**config.mk**
```make
export PLATFORM = sky130hd
export DESIGN_NAME = fsq_sequencer
export DESIGN_NICKNAME = d
export VERILOG_FILES = /design/src/rtl/fsq_op_timer.v /design/src/rtl/fsq_sequencer.v
export VERILOG_INCLUDE_DIRS = /design/src /design/src/rtl
export SDC_FILE = /design/constraint.sdc
export NUM_CORES = 1
export LEC_CHECK = 0
export BUFFER_PORTS_ARGS = -buffer_cell sky130_fd_sc_hd__buf_2
export CAP_MARGIN = 10
export CORE_MARGIN = 2
export CORE_UTILIZATION = 43
export CTS_BUF_LIST = sky130_fd_sc_hd__clkbuf_16
export DETAILED_ROUTE_END_ITERATION = 8
export PLACE_DENSITY = 0.77
export SYNTH_ARGS = -nofsm -noshare
export SYNTH_HDL_FRONTEND = slang
export SYNTH_SLANG_ARGS = --single-unit
```
**constraint.sdc**
```tcl
create_clock -name sys_clk -period 2 [get_ports sys_clk]
set_input_delay 0.2 -clock sys_clk [delete_from_list [all_inputs] [get_ports sys_clk]]
set_output_delay 0.2 -clock sys_clk [all_outputs]
set_load 0.01 [all_outputs]
```
**src/rtl/fsq_consts.vh**
```
// Constants for the flash command sequencer with security lock
`ifndef FSQ_CONSTS_VH
`define FSQ_CONSTS_VH

`define FSQ_CTRL_ADDR      16'h0FFF
`define FSQ_FLASH_BASE     16'h1000
`define FSQ_CTRL_EN_MSB    7
`define FSQ_CTRL_EN_LSB    4
`define FSQ_EN_OPEN        4'h3
`define FSQ_EN_LOCKED      4'hC

`define FSQ_UNLOCK_ADDR1   12'h555
`define FSQ_UNLOCK_ADDR2   12'hAAA
`define FSQ_UNLOCK_DATA1   8'hAA
`define FSQ_UNLOCK_DATA2   8'h55
`define FSQ_CODE_PROG      8'hA0
`define FSQ_CODE_ERASE     8'h80
`define FSQ_CODE_SECTOR    8'h30
`define FSQ_CODE_CHIP      8'h10
`define FSQ_CODE_ID_ENTRY  8'h90
`define FSQ_CODE_ID_EXIT   8'hF0
`define FSQ_CODE_SECURE    8'hA5
`define FSQ_SECURE_ADDR    16'hFF7F
`define FSQ_SECURE_DATA    8'h00

`define FSQ_ID_VENDOR_ADDR 16'hF000
`define FSQ_ID_DEVICE_ADDR 16'hF001
`define FSQ_ID_SIZE_ADDR   16'hF002
`define FSQ_LOCKED_CODE    8'h01
`define FSQ_UNLOCKED_CODE  8'h00
`define FSQ_ERASED_BYTE    8'hFF
`define FSQ_TOGGLE_BIT     6

`define FSQ_CLK_MHZ        100
`define FSQ_PROG_TIME_US   40
`define FSQ_LOCK_TIME_US   40
`define FSQ_SECT_TIME_MS   30
`define FSQ_CHIP_TIME_MS   45
`define FSQ_PROG_CYCLES    (`FSQ_PROG_TIME_US * `FSQ_CLK_MHZ)
`define FSQ_LOCK_CYCLES    (`FSQ_LOCK_TIME_US * `FSQ_CLK_MHZ)
`define FSQ_SECT_CYCLES    (`FSQ_SECT_TIME_MS * 1000 * `FSQ_CLK_MHZ)
`define FSQ_CHIP_CYCLES    (`FSQ_CHIP_TIME_MS * 1000 * `FSQ_CLK_MHZ)
`define FSQ_CNT_W          23

`define FSQ_OP_PROG        2'h0
`define FSQ_OP_SECT        2'h1
`define FSQ_OP_CHIP        2'h2
`define FSQ_OP_LOCK        2'h3

`endif

```
**src/rtl/fsq_op_timer.v**
```verilog
// Down-counting operation timer for program, erase and lock operations
`timescale 1ns/1ps
`default_nettype none
`include "fsq_consts.vh"
module fsq_op_timer
(
    input  wire                  sys_clk,
    input  wire                  reset,
    input  wire                  start,
    input  wire [`FSQ_CNT_W-1:0] load,
    output reg                   busy_ff,
    output reg                   done_ff
);
    reg [`FSQ_CNT_W-1:0] count_ff;

    always @(posedge sys_clk)
    begin
        if (reset)
        begin
            count_ff <= {`FSQ_CNT_W{1'b0}};
            busy_ff  <= 1'b0;
            done_ff  <= 1'b0;
        end
        else
        begin
            done_ff <= 1'b0;
            if (start && !busy_ff)
            begin
                count_ff <= load;
                busy_ff  <= 1'b1;
            end
            else if (busy_ff)
            begin
                if (count_ff <= {{(`FSQ_CNT_W-1){1'b0}}, 1'b1})
                begin
                    busy_ff <= 1'b0;
                    done_ff <= 1'b1;
                end
                else
                begin
                    count_ff <= count_ff - {{(`FSQ_CNT_W-1){1'b0}}, 1'b1};
                end
            end
        end
    end
endmodule
`default_nettype wire

```
**src/rtl/fsq_sequencer.v**
```verilog
// Flash command sequencer: unlock decoding, operation timing, polling and security lock
`timescale 1ns/1ps
`default_nettype none
`include "fsq_consts.vh"
module fsq_sequencer
#(
    parameter [`FSQ_CNT_W-1:0] SECT_CYCLES = `FSQ_SECT_CYCLES,
    parameter [`FSQ_CNT_W-1:0] CHIP_CYCLES = `FSQ_CHIP_CYCLES,
    // Identity codes are arbitrary
    parameter [7:0]            ID_VENDOR   = 8'h5A,
    parameter [7:0]            ID_DEVICE   = 8'h3C,
    parameter [7:0]            ID_SIZE     = 8'h0E
)
(
    input  wire        sys_clk,
    input  wire        reset,
    input  wire [15:0] cpu_addr,
    input  wire [7:0]  cpu_wdata,
    input  wire        cpu_wr,
    input  wire        cpu_rd,
    output reg  [7:0]  cpu_rdata_ff,
    input  wire [7:0]  arr_rdata,
    output reg         arr_prog_ff,
    output reg         arr_sect_erase_ff,
    output reg         arr_chip_erase_ff,
    output reg  [15:0] arr_waddr_ff,
    output reg  [7:0]  arr_wdata_ff,
    input  wire        serial_mode,
    input  wire        lock_strap,
    output reg         lock_ff,
    output reg         par_read_deny_ff,
    output reg         ser_cmd_deny_ff,
    output reg         flash_block_ff,
    output reg         id_mode_ff
);
    localparam [3:0] ST_IDLE   = 4'h0;
    localparam [3:0] ST_UNL1   = 4'h1;
    localparam [3:0] ST_UNL2   = 4'h2;
    localparam [3:0] ST_PROG   = 4'h3;
    localparam [3:0] ST_ERA1   = 4'h4;
    localparam [3:0] ST_ERA2   = 4'h5;
    localparam [3:0] ST_ERA3   = 4'h6;
    localparam [3:0] ST_SECURE = 4'h7;

    localparam [`FSQ_CNT_W-1:0] PROG_CYCLES = `FSQ_PROG_CYCLES;
    localparam [`FSQ_CNT_W-1:0] LOCK_CYCLES = `FSQ_LOCK_CYCLES;

    reg  [3:0]            state_ff;
    reg  [3:0]            nxt_state;
    reg  [3:0]            cmd_en_ff;
    reg  [1:0]            op_ff;
    reg  [1:0]            nxt_op;
    reg                   toggle_ff;
    reg                   ser_s1_ff;
    reg                   ser_s2_ff;
    reg                   strap_s1_ff;
    reg                   strap_s2_ff;
    reg                   strap_load_ff;
    reg                   start;
    reg  [`FSQ_CNT_W-1:0] load;
    reg                   nxt_prog;
    reg                   nxt_sect;
    reg                   nxt_chip;
    reg                   nxt_id_mode;
    reg  [7:0]            nxt_rdata;
    wire                  busy;
    wire                  done;
    wire                  ctrl_hit;
    wire                  flash_hit;
    wire                  cmd_wr;
    wire [11:0]           low_addr;
    wire                  is_unl1;
    wire                  is_unl2;
    wire                  at_555;
    wire                  write_denied;

    assign ctrl_hit  = (cpu_addr == `FSQ_CTRL_ADDR);
    assign flash_hit = (cpu_addr >= `FSQ_FLASH_BASE);
    assign low_addr  = cpu_addr[11:0];
    assign at_555    = (low_addr == `FSQ_UNLOCK_ADDR1);
    assign is_unl1   = at_555 && (cpu_wdata == `FSQ_UNLOCK_DATA1);
    assign is_unl2   = (low_addr == `FSQ_UNLOCK_ADDR2) && (cpu_wdata == `FSQ_UNLOCK_DATA2);
    // Commands only while enabled and idle
    assign cmd_wr    = cpu_wr && flash_hit && (cmd_en_ff == `FSQ_EN_OPEN) && !busy;
    // Locked serial loader may not program
    assign write_denied = lock_ff && ser_s2_ff;

    fsq_op_timer u_timer
    (
        .sys_clk (sys_clk),
        .reset   (reset),
        .start   (start),
        .load    (load),
        .busy_ff (busy),
        .done_ff (done)
    );

    // Command decoder
    always @*
    begin
        nxt_state   = state_ff;
        nxt_op      = op_ff;
        nxt_prog    = 1'b0;
        nxt_sect    = 1'b0;
        nxt_chip    = 1'b0;
        nxt_id_mode = id_mode_ff;
        start       = 1'b0;
        load        = PROG_CYCLES;
        if (cmd_wr)
        begin
            case (state_ff)
                ST_IDLE:
                begin
                    if (is_unl1)
                        nxt_state = ST_UNL1;
                    else if (cpu_wdata == `FSQ_CODE_ID_EXIT)
                        nxt_id_mode = 1'b0;
                end
                ST_UNL1:
                begin
                    nxt_state = is_unl2 ? ST_UNL2 : ST_IDLE;
                end
                ST_UNL2:
                begin
                    nxt_state = ST_IDLE;
                    if (at_555)
                    begin
                        case (cpu_wdata)
                            `FSQ_CODE_PROG:     nxt_state = write_denied ? ST_IDLE : ST_PROG;
                            `FSQ_CODE_ERASE:    nxt_state = ST_ERA1;
                            `FSQ_CODE_SECURE:   nxt_state = ST_SECURE;
                            `FSQ_CODE_ID_ENTRY: nxt_id_mode = 1'b1;
                            `FSQ_CODE_ID_EXIT:  nxt_id_mode = 1'b0;
                            default:            nxt_state = ST_IDLE;
                        endcase
                    end
                end
                ST_PROG:
                begin
                    // Target address is not decoded; all 16 bits of any flash address are taken
                    nxt_state = ST_IDLE;
                    nxt_prog  = 1'b1;
                    nxt_op    = `FSQ_OP_PROG;
                    start     = 1'b1;
                    load      = PROG_CYCLES;
                end
                ST_ERA1:
                begin
                    nxt_state = is_unl1 ? ST_ERA2 : ST_IDLE;
                end
                ST_ERA2:
                begin
                    nxt_state = is_unl2 ? ST_ERA3 : ST_IDLE;
                end
                ST_ERA3:
                begin
                    nxt_state = ST_IDLE;
                    if (cpu_wdata == `FSQ_CODE_SECTOR)
                    begin
                        nxt_sect = 1'b1;
                        nxt_op   = `FSQ_OP_SECT;
                        start    = 1'b1;
                        load     = SECT_CYCLES;
                    end
                    else if (at_555 && cpu_wdata == `FSQ_CODE_CHIP)
                    begin
                        nxt_chip = 1'b1;
                        nxt_op   = `FSQ_OP_CHIP;
                        start    = 1'b1;
                        load     = CHIP_CYCLES;
                    end
                end
                ST_SECURE:
                begin
                    nxt_state = ST_IDLE;
                    if (cpu_addr == `FSQ_SECURE_ADDR && cpu_wdata == `FSQ_SECURE_DATA)
                    begin
                        nxt_op = `FSQ_OP_LOCK;
                        start  = 1'b1;
                        load   = LOCK_CYCLES;
                    end
                end
                default:
                begin
                    nxt_state = ST_IDLE;
                end
            endcase
        end
        else if (cpu_wr && flash_hit && !busy)
        begin
            // Disabled command writes drop any partial sequence
            nxt_state = ST_IDLE;
        end
    end

    // Read data selection
    always @*
    begin
        nxt_rdata = 8'h00;
        if (ctrl_hit)
        begin
            nxt_rdata = {cmd_en_ff, 4'h0};
        end
        else if (flash_hit && busy)
        begin
            // Array hidden while busy; only the toggle bit shows
            nxt_rdata[`FSQ_TOGGLE_BIT] = toggle_ff;
        end
        else if (flash_hit && id_mode_ff)
        begin
            case (cpu_addr)
                `FSQ_ID_VENDOR_ADDR: nxt_rdata = ID_VENDOR;
                `FSQ_ID_DEVICE_ADDR: nxt_rdata = ID_DEVICE;
                `FSQ_ID_SIZE_ADDR:   nxt_rdata = ID_SIZE;
                `FSQ_SECURE_ADDR:    nxt_rdata = lock_ff ? `FSQ_LOCKED_CODE
                                                         : `FSQ_UNLOCKED_CODE;
                default:             nxt_rdata = arr_rdata;
            endcase
        end
        else if (flash_hit)
        begin
            nxt_rdata = arr_rdata;
        end
    end

    // Serial mode synchroniser; loader assumes watchdog stopped upstream
    always @(posedge sys_clk)
    begin
        if (reset)
        begin
            ser_s1_ff <= 1'b0;
            ser_s2_ff <= 1'b0;
        end
        else
        begin
            ser_s1_ff <= serial_mode;
            ser_s2_ff <= ser_s1_ff;
        end
    end

    // Strap synchroniser runs through reset so the reload sees the pin
    always @(posedge sys_clk)
    begin
        strap_s1_ff <= lock_strap;
        strap_s2_ff <= strap_s1_ff;
    end

    // Sequencer state, control field and lock
    always @(posedge sys_clk)
    begin
        if (reset)
        begin
            state_ff          <= ST_IDLE;
            cmd_en_ff         <= `FSQ_EN_LOCKED;
            op_ff             <= `FSQ_OP_PROG;
            toggle_ff         <= 1'b1;
            id_mode_ff        <= 1'b0;
            lock_ff           <= 1'b0;
            strap_load_ff     <= 1'b1;
            arr_prog_ff       <= 1'b0;
            arr_sect_erase_ff <= 1'b0;
            arr_chip_erase_ff <= 1'b0;
            arr_waddr_ff      <= 16'h0000;
            arr_wdata_ff      <= 8'h00;
            cpu_rdata_ff      <= 8'h00;
            par_read_deny_ff  <= 1'b0;
            ser_cmd_deny_ff   <= 1'b0;
            flash_block_ff    <= 1'b0;
        end
        else
        begin
            state_ff          <= nxt_state;
            op_ff             <= nxt_op;
            id_mode_ff        <= nxt_id_mode;
            arr_prog_ff       <= nxt_prog;
            arr_sect_erase_ff <= nxt_sect;
            arr_chip_erase_ff <= nxt_chip;
            if (cpu_wr && ctrl_hit)
                cmd_en_ff <= cpu_wdata[`FSQ_CTRL_EN_MSB:`FSQ_CTRL_EN_LSB];
            if (nxt_prog || nxt_sect)
            begin
                arr_waddr_ff <= cpu_addr;
                arr_wdata_ff <= nxt_prog ? cpu_wdata : `FSQ_ERASED_BYTE;
            end
            else if (nxt_chip)
            begin
                arr_waddr_ff <= 16'h0000;
                arr_wdata_ff <= `FSQ_ERASED_BYTE;
            end
            // Polling toggle restarts high for each operation
            if (start)
                toggle_ff <= 1'b1;
            else if (cpu_rd && flash_hit && busy)
                toggle_ff <= ~toggle_ff;
            // Nonvolatile lock reloaded from strap after reset
            if (strap_load_ff)
            begin
                strap_load_ff <= 1'b0;
                lock_ff       <= strap_s2_ff;
            end
            else if (done && op_ff == `FSQ_OP_LOCK)
                lock_ff <= 1'b1;
            else if (done && op_ff == `FSQ_OP_CHIP)
                lock_ff <= 1'b0;
            cpu_rdata_ff     <= cpu_rd ? nxt_rdata : 8'h00;
            par_read_deny_ff <= lock_ff;
            ser_cmd_deny_ff  <= lock_ff && ser_s2_ff;
            flash_block_ff   <= busy || start;
        end
    end
endmodule
`default_nettype wire

```
Word level (Yosys, flattened, before mapping). Index checks and enable logic that the tools add are counted.

Bits in registers: 81. Input port bits: 38. Output and inout port bits: 40. Word-level logic and storage cells: 160.

$add $sub $neg: 1. Magnitude comparators: 2. Eq/ne operators: 34. Multiplexer cells: 60. Bitwise gates (word level): 3. Reduce and logical (&&, ||, !) cells: 36.

Operators by type and width (count): two-way mux 23 bit (7); == test 16 bit (second input constant) (4); == test 8 bit (second input constant) (6); two-way mux 8 bit (6); two-way mux 16 bit (2); case mux 8 bit (4 select lines) (1); two-way mux 1 bit (26); less-or-equal comparator 23 x 1 -> 1 bit (second input constant) (1); subtractor 23 x 1 -> 23 bit (second input constant) (1); case mux 4 bit (5 select lines) (1); logical AND 1 bit (17); == test 16 x 12 -> 1 bit (second input constant) (1); == test 4 x 3 -> 1 bit (second input constant) (4); >= comparator 16 x 13 -> 1 bit (second input constant) (1); == test 12 x 11 -> 1 bit (second input constant) (1); == test 12 bit (second input constant) (1); == test 4 x 2 -> 1 bit (second input constant) (3); two-way mux 4 bit (3); two-way mux 2 bit (5); two-way mux 3 bit (3); != test 3 bit (second input constant) (3); case mux 3 bit (3 select lines) (1); == test 8 x 5 -> 1 bit (second input constant) (1); == test 8 x 6 -> 1 bit (second input constant) (1); 22 further kinds (36).

Logic depth before layout (Yosys ltp).
Depth in word-level cells: 9. Depth in mapped cells: 8. Depth with buffers taken out: 7.

Hierarchy. A second synthesis with hierarchy kept.

Cell total of the unflattened synthesis: 482. Area, all modules: 4127.7 um^2.

Modules (own cells, without submodules): fsq_sequencer (times used 1, cells each 312, area each 2651.3 um^2, sequential area each 1101.1 um^2); fsq_op_timer (times used 1, cells each 170, area each 1476.4 um^2, sequential area each 500.5 um^2).

Worst setup path after synthesis. OpenSTA, ideal clock, no wires.

Kind: input port to flip-flop. Start: in cpu_wdata[1]. End: reg arr_waddr_ff[10]. Setup time: 0.128 ns. Arrival time: 1.886 ns. Data required time: 1.872 ns. Setup slack: -0.014 ns. Stages on the path: 7. Path buffers: 1. Path through: or4_4 nor4b_4 o211ai_4 a21o_1 buf_6 a22oi_2 nor2_1.

Word-level cells in the longest chain between the ends: 7. Elaborated cells between the ends (all ways): 13. Those cells by class: eq/ne (2); mux (8); reduce/logical (3).

RTL lines: start, declared (RTL line fsq_sequencer.v:18) `input wire [7:0] cpu_wdata,`; == test 8 x 5 -> 1 bit (no source line); logical AND 1 bit (no source line); two-way mux 1 bit (RTL line fsq_sequencer.v:165) `` else if (at_555 && cpu_wdata == `FSQ_CODE_CHIP) ``; two-way mux 1 bit (RTL line fsq_sequencer.v:158) `` if (cpu_wdata == `FSQ_CODE_SECTOR) ``; two-way mux 1 bit (RTL line fsq_sequencer.v:111) `case (state_ff)`; two-way mux 1 bit (RTL line fsq_sequencer.v:109) `if (cmd_wr)`; nonzero test 2 bit (no source line); end signal, assigned (RTL line fsq_sequencer.v:282) `arr_waddr_ff <= cpu_addr;`; end, declared (RTL line fsq_sequencer.v:26) `output reg [15:0] arr_waddr_ff,`.

Several ways; a longest one is shown, not always the timed one. A chain may end at the register's enable or synchronous reset.

Final worst setup path.
Start: reg u_timer.count_ff[19]. End: reg u_timer.count_ff[19].

Word-level cells in the longest chain between the ends: 4. Elaborated cells between the ends (all ways): 7. Those cells by class: add/sub (1); order compare (1); eq/ne (1); mux (3); reduce/logical (1).

RTL lines: start, declared (RTL line fsq_op_timer.v:14) `` reg [`FSQ_CNT_W-1:0] count_ff; ``; start signal, assigned (RTL line fsq_op_timer.v:20) `` count_ff <= {`FSQ_CNT_W{1'b0}}; ``; start signal, assigned (RTL line fsq_op_timer.v:29) `count_ff <= load;`; start signal, assigned (RTL line fsq_op_timer.v:41) `` count_ff <= count_ff - {{(`FSQ_CNT_W-1){1'b0}}, 1'b1}; ``; subtractor 23 x 1 -> 23 bit (RTL line fsq_op_timer.v:41); two-way mux 23 bit (RTL line fsq_op_timer.v:34) `` if (count_ff <= {{(`FSQ_CNT_W-1){1'b0}}, 1'b1}) ``; two-way mux 23 bit (RTL line fsq_op_timer.v:32) `else if (busy_ff)`; two-way mux 23 bit (RTL line fsq_op_timer.v:27) `if (start && !busy_ff)`.

Several ways; a longest one is shown, not always the timed one. The select of a mux whose other input is x is not followed.

==> impl_metrics.toml <==
[synthesis]
syn-cell-area_mm2 = 0.00384
synthFlopType = "dfxtp_1"
synth_fp_nets = 482
netlist_instances = 442
synthDistinctLibCells = 68
ys_warn_count = 0
synth_edf_count = 0
syn_avg_cell_area_um2 = 8.69
async_flop_share = 0
seq_area_frac_synth = 0.417
ys_ff_latch = 80

[cts]
clock_latency_ps = 340
root_buffer = "clkbuf_16"
cts.path.max_buffers = 2
cts_sinks = 80
clkSlewWorstSetupHoldPaths_ps = 60
cts_buffers = 9
cts_max_level = 3
cts_tree = "done"

[layout]
multi_input_area_mm2 = 0.00234
final_area_mm2 = 0.00547
num-fill-cells = 709
area_delta_synth_final_pct = 42.3
drive_gt1_frac = 0.399
antennaDiodeCount = 0
instances_no_fill = 705
regArea_mm2 = 0.00161
finalNetCount = 632

[power_and_ir_drop]
leakage_uw = 0.00226
vdd_drop_max_mv = 0.352
powerDensity_mw_per_mm2 = 642
power_uw = 3510

[setup_path]
required_ps = 2260
crit_end = "u_timer.count_ff[19]"
slowest_stage = "o41a_1"
r2r_slack_ps = 30
start_kind = "register"
cp_max_fo = 4
reg2reg_depth = 7
crit_chain = "nor4_4, buf_4, nand3_1, nor2_4, a21oi_1, o41a_1, o21ai_1"
cp-end-kind = "register"
reg2reg_from = "u_timer.count_ff[19]"
path_delay_family = "compound AO/OA/AOI/OAI gates"
startpoint = "u_timer.count_ff[19]"
worst-path-stages = 7
cp_data_arrival_time_ps = 2230
cp_num_buf_inv = 1
worstSetupPathType = "register to register"
max_stage_delay_ps = 410
timing.rr.end = "u_timer.count_ff[19]"

[global_routing]
antenna_found_initial = 0
grt_overflow_total = 0
grtUsageTotal = 0.236
grt_pass1_vias = 4005
grt_max_degree = 32
grt_pass1_wl_mm = 18.7

[min_path]
hold_class = "input port to register"

[placement]
gp_congestion = 0.876
place_area_mm2 = 0.00488
portBuffers = 77
hpwl_mm = 8.42
placed_cells = 683

[timing]
relSlewSlack = 0.612
post-route-min-period_ps = 1970
hold_viol = 0
setup_viol = 0
worst_slew_pin_slew_ps = 577
clock-skew-final_ps = 7.22
max_freq_mhz = 507
tns_ps = 0
fin_crit_sh = 0.987
rsz0062_at_grt = "true"
final_max_slew_viol_count = 0

[floorplanning]
rows = 34
core_area_mm2 = 0.00868
dieArea_mm2 = 0.00971
die_y_um = 98.5
io_pins = 78
die_x_um = 98.5
initial_core_util = 0.443

[routing]
routedWlPerCell_um = 16.7
remaining_drc_errors = 0
vias = 4016
routed_via_density = 5.70
ant_nets = 0
drt_first_pass_iters = 5
wl_mm = 11.7
drt_iter0_drc = 213

[run]
drv_cap = 0

[outcome]
status = "complete, no violations"
flip-flops by register name (all words and copies together) (netlist names), 2 cells and up:
| register | flops |
|---|---|
| op_ff | 2 |
| state_ff | 3 |
| cpu_rdata_ff | 8 |
| arr_waddr_ff | 16 |
| u_timer.count_ff | 23 |
| cmd_en_ff | 4 |
| arr_wdata_ff | 8 |
synthesized netlist by cell type, drive strengths merged (3+ instances only):
cell type  count  area, um^2
or3            4        25.0
nand2b         5        31.3
xnor2         12         105
nor2b          5        31.3
mux2i          3        30.0
buf            6        42.5
and3           8        50.1
a211o          3        26.3
a21o           3        22.5
or4            5        41.3
nand2         31         116
and2           3        18.8
nor3          21         105
nor2          74         278
a21oi         30         169
a211oi         7        57.6
xor2           5        43.8
nand3         19         100
a22oi         16         170
dfxtp         80        1600
nor4b          6        80.1
nand4          6        37.5
nor4          14         115
or2            5        31.3
o21ai          9        48.8
a31oi          3        18.8
clkbuf        15        56.3
inv            6        22.5
cells in the final DEF (no fill, tap or decap), types with 4 or more instances in the layout:
| cell | synthesis | routed |
|---|---|---|
| xor2_1 | 5 | 4 |
| o21ai_0 | 8 | 6 |
| inv_1 | 6 | 6 |
| clkbuf_16 | 0 | 9 |
| dfxtp_2 | 0 | 6 |
| nor2b_1 | 5 | 5 |
| xnor2_1 | 12 | 12 |
| and3_1 | 8 | 8 |
| a211oi_1 | 6 | 6 |
| a22oi_1 | 6 | 6 |
| nand3_1 | 18 | 17 |
| buf_6 | 2 | 4 |
| dfxtp_1 | 80 | 73 |
| nor4_4 | 1 | 6 |
| buf_2 | 4 | 77 |
| nand2_1 | 31 | 31 |
| nor4_1 | 11 | 5 |
| nand4_1 | 6 | 6 |
| buf_4 | 0 | 75 |
| nor2_1 | 74 | 70 |
| or3_1 | 4 | 4 |
| nor3_1 | 21 | 17 |
| a21oi_1 | 27 | 27 |
| nand2b_1 | 5 | 4 |
| a22oi_2 | 10 | 10 |
per-layer routing:
| layer | track usage | up-vias | routed length [um] | part of all wire |
|---|---|---|---|---|
| met1 | 0.289 | 1942 | 4940 | 0.42 |
| met3 | 0.0582 | 22 | 633 | 0.054 |
| met2 | 0.399 | 139 | 5910 | 0.50 |
| met5 | 0 | - | 0 | 0 |
| met4 | 0.0948 | 0 | 263 | 0.022 |
| li1 | - | 1913 | - | - |
worst register-to-register path, stage by stage, from the launching register on:
cell     delay (ps)
dfxtp_1         370
nor4_4          330
buf_4           180
nand3_1         180
nor2_4          160
a21oi_1         110
o41a_1          410
o21ai_1         160
cells by family (layout without fill, tap and decap cells):
logic type      after synthesis  after routing  share of synthesized area
flops                        80             80                      0.417
simple gates                216            216                      0.303
xor+xnor                     17             17                     0.0387
fa+ha+maj                     2              2                    0.00651
mux                           3              3                    0.00782
compound gates               97             97                      0.196
buf+inv                      27            182                     0.0316
where the power goes:
part           internal, uW  leakage [uW]  switching (uW)  total (uW)
Combinational           127       0.00147             163         290
Clock                   953      0.000138             653        1610
Sequential             1610      0.000649            7.62        1620
layout make-up:
| type | count | share of cell area |
|---|---|---|
| Multi-Input combinational cell | 335 | 0.429 |
| Clock buffer | 9 | 0.0412 |
| Inverter | 6 | 0.00412 |
| Clock inverter | 7 | 0.0114 |
| Tap cell | 108 | 0.0247 |
| Timing Repair Buffer | 160 | 0.195 |
| Sequential cell | 80 | 0.295 |
through the flow:
step           hold slack [ps]  setup slack (ps)  utilization
2_1_floorplan              228             -13.8            -
3_3_place_gp               309              -148        0.562
3_5_place_dp               307              -226        0.562
4_1_cts                   75.5              7.85        0.603
5_1_grt                    112             -80.4        0.630
6_report                  77.2              26.8        0.630
worst min path at each step:
| stage | from | end | slack, ps | depth (start not counted) |
|---|---|---|---|---|
| floorplan | reset | strap_load_ff | 230 | 0 |
| global placement | lock_strap | strap_s1_ff | 310 | 1 |
| detailed placement | lock_strap | strap_s1_ff | 310 | 1 |
| CTS | serial_mode | ser_s1_ff | 80 | 2 |
| global route | serial_mode | ser_s1_ff | 110 | 2 |
| finish | serial_mode | ser_s1_ff | 80 | 2 |
timing repair:
action / 4_1_cts / 5_1_grt
hold endpoints to repair: 1 / 0
endpoints found under the setup margin: 4 / 18
resized for setup: 9 / 43
hold buffers: 1 / 0
setup buffers: 0 / 6
pin swaps: 0 / 17
Power figures use the tool's default switching activity.
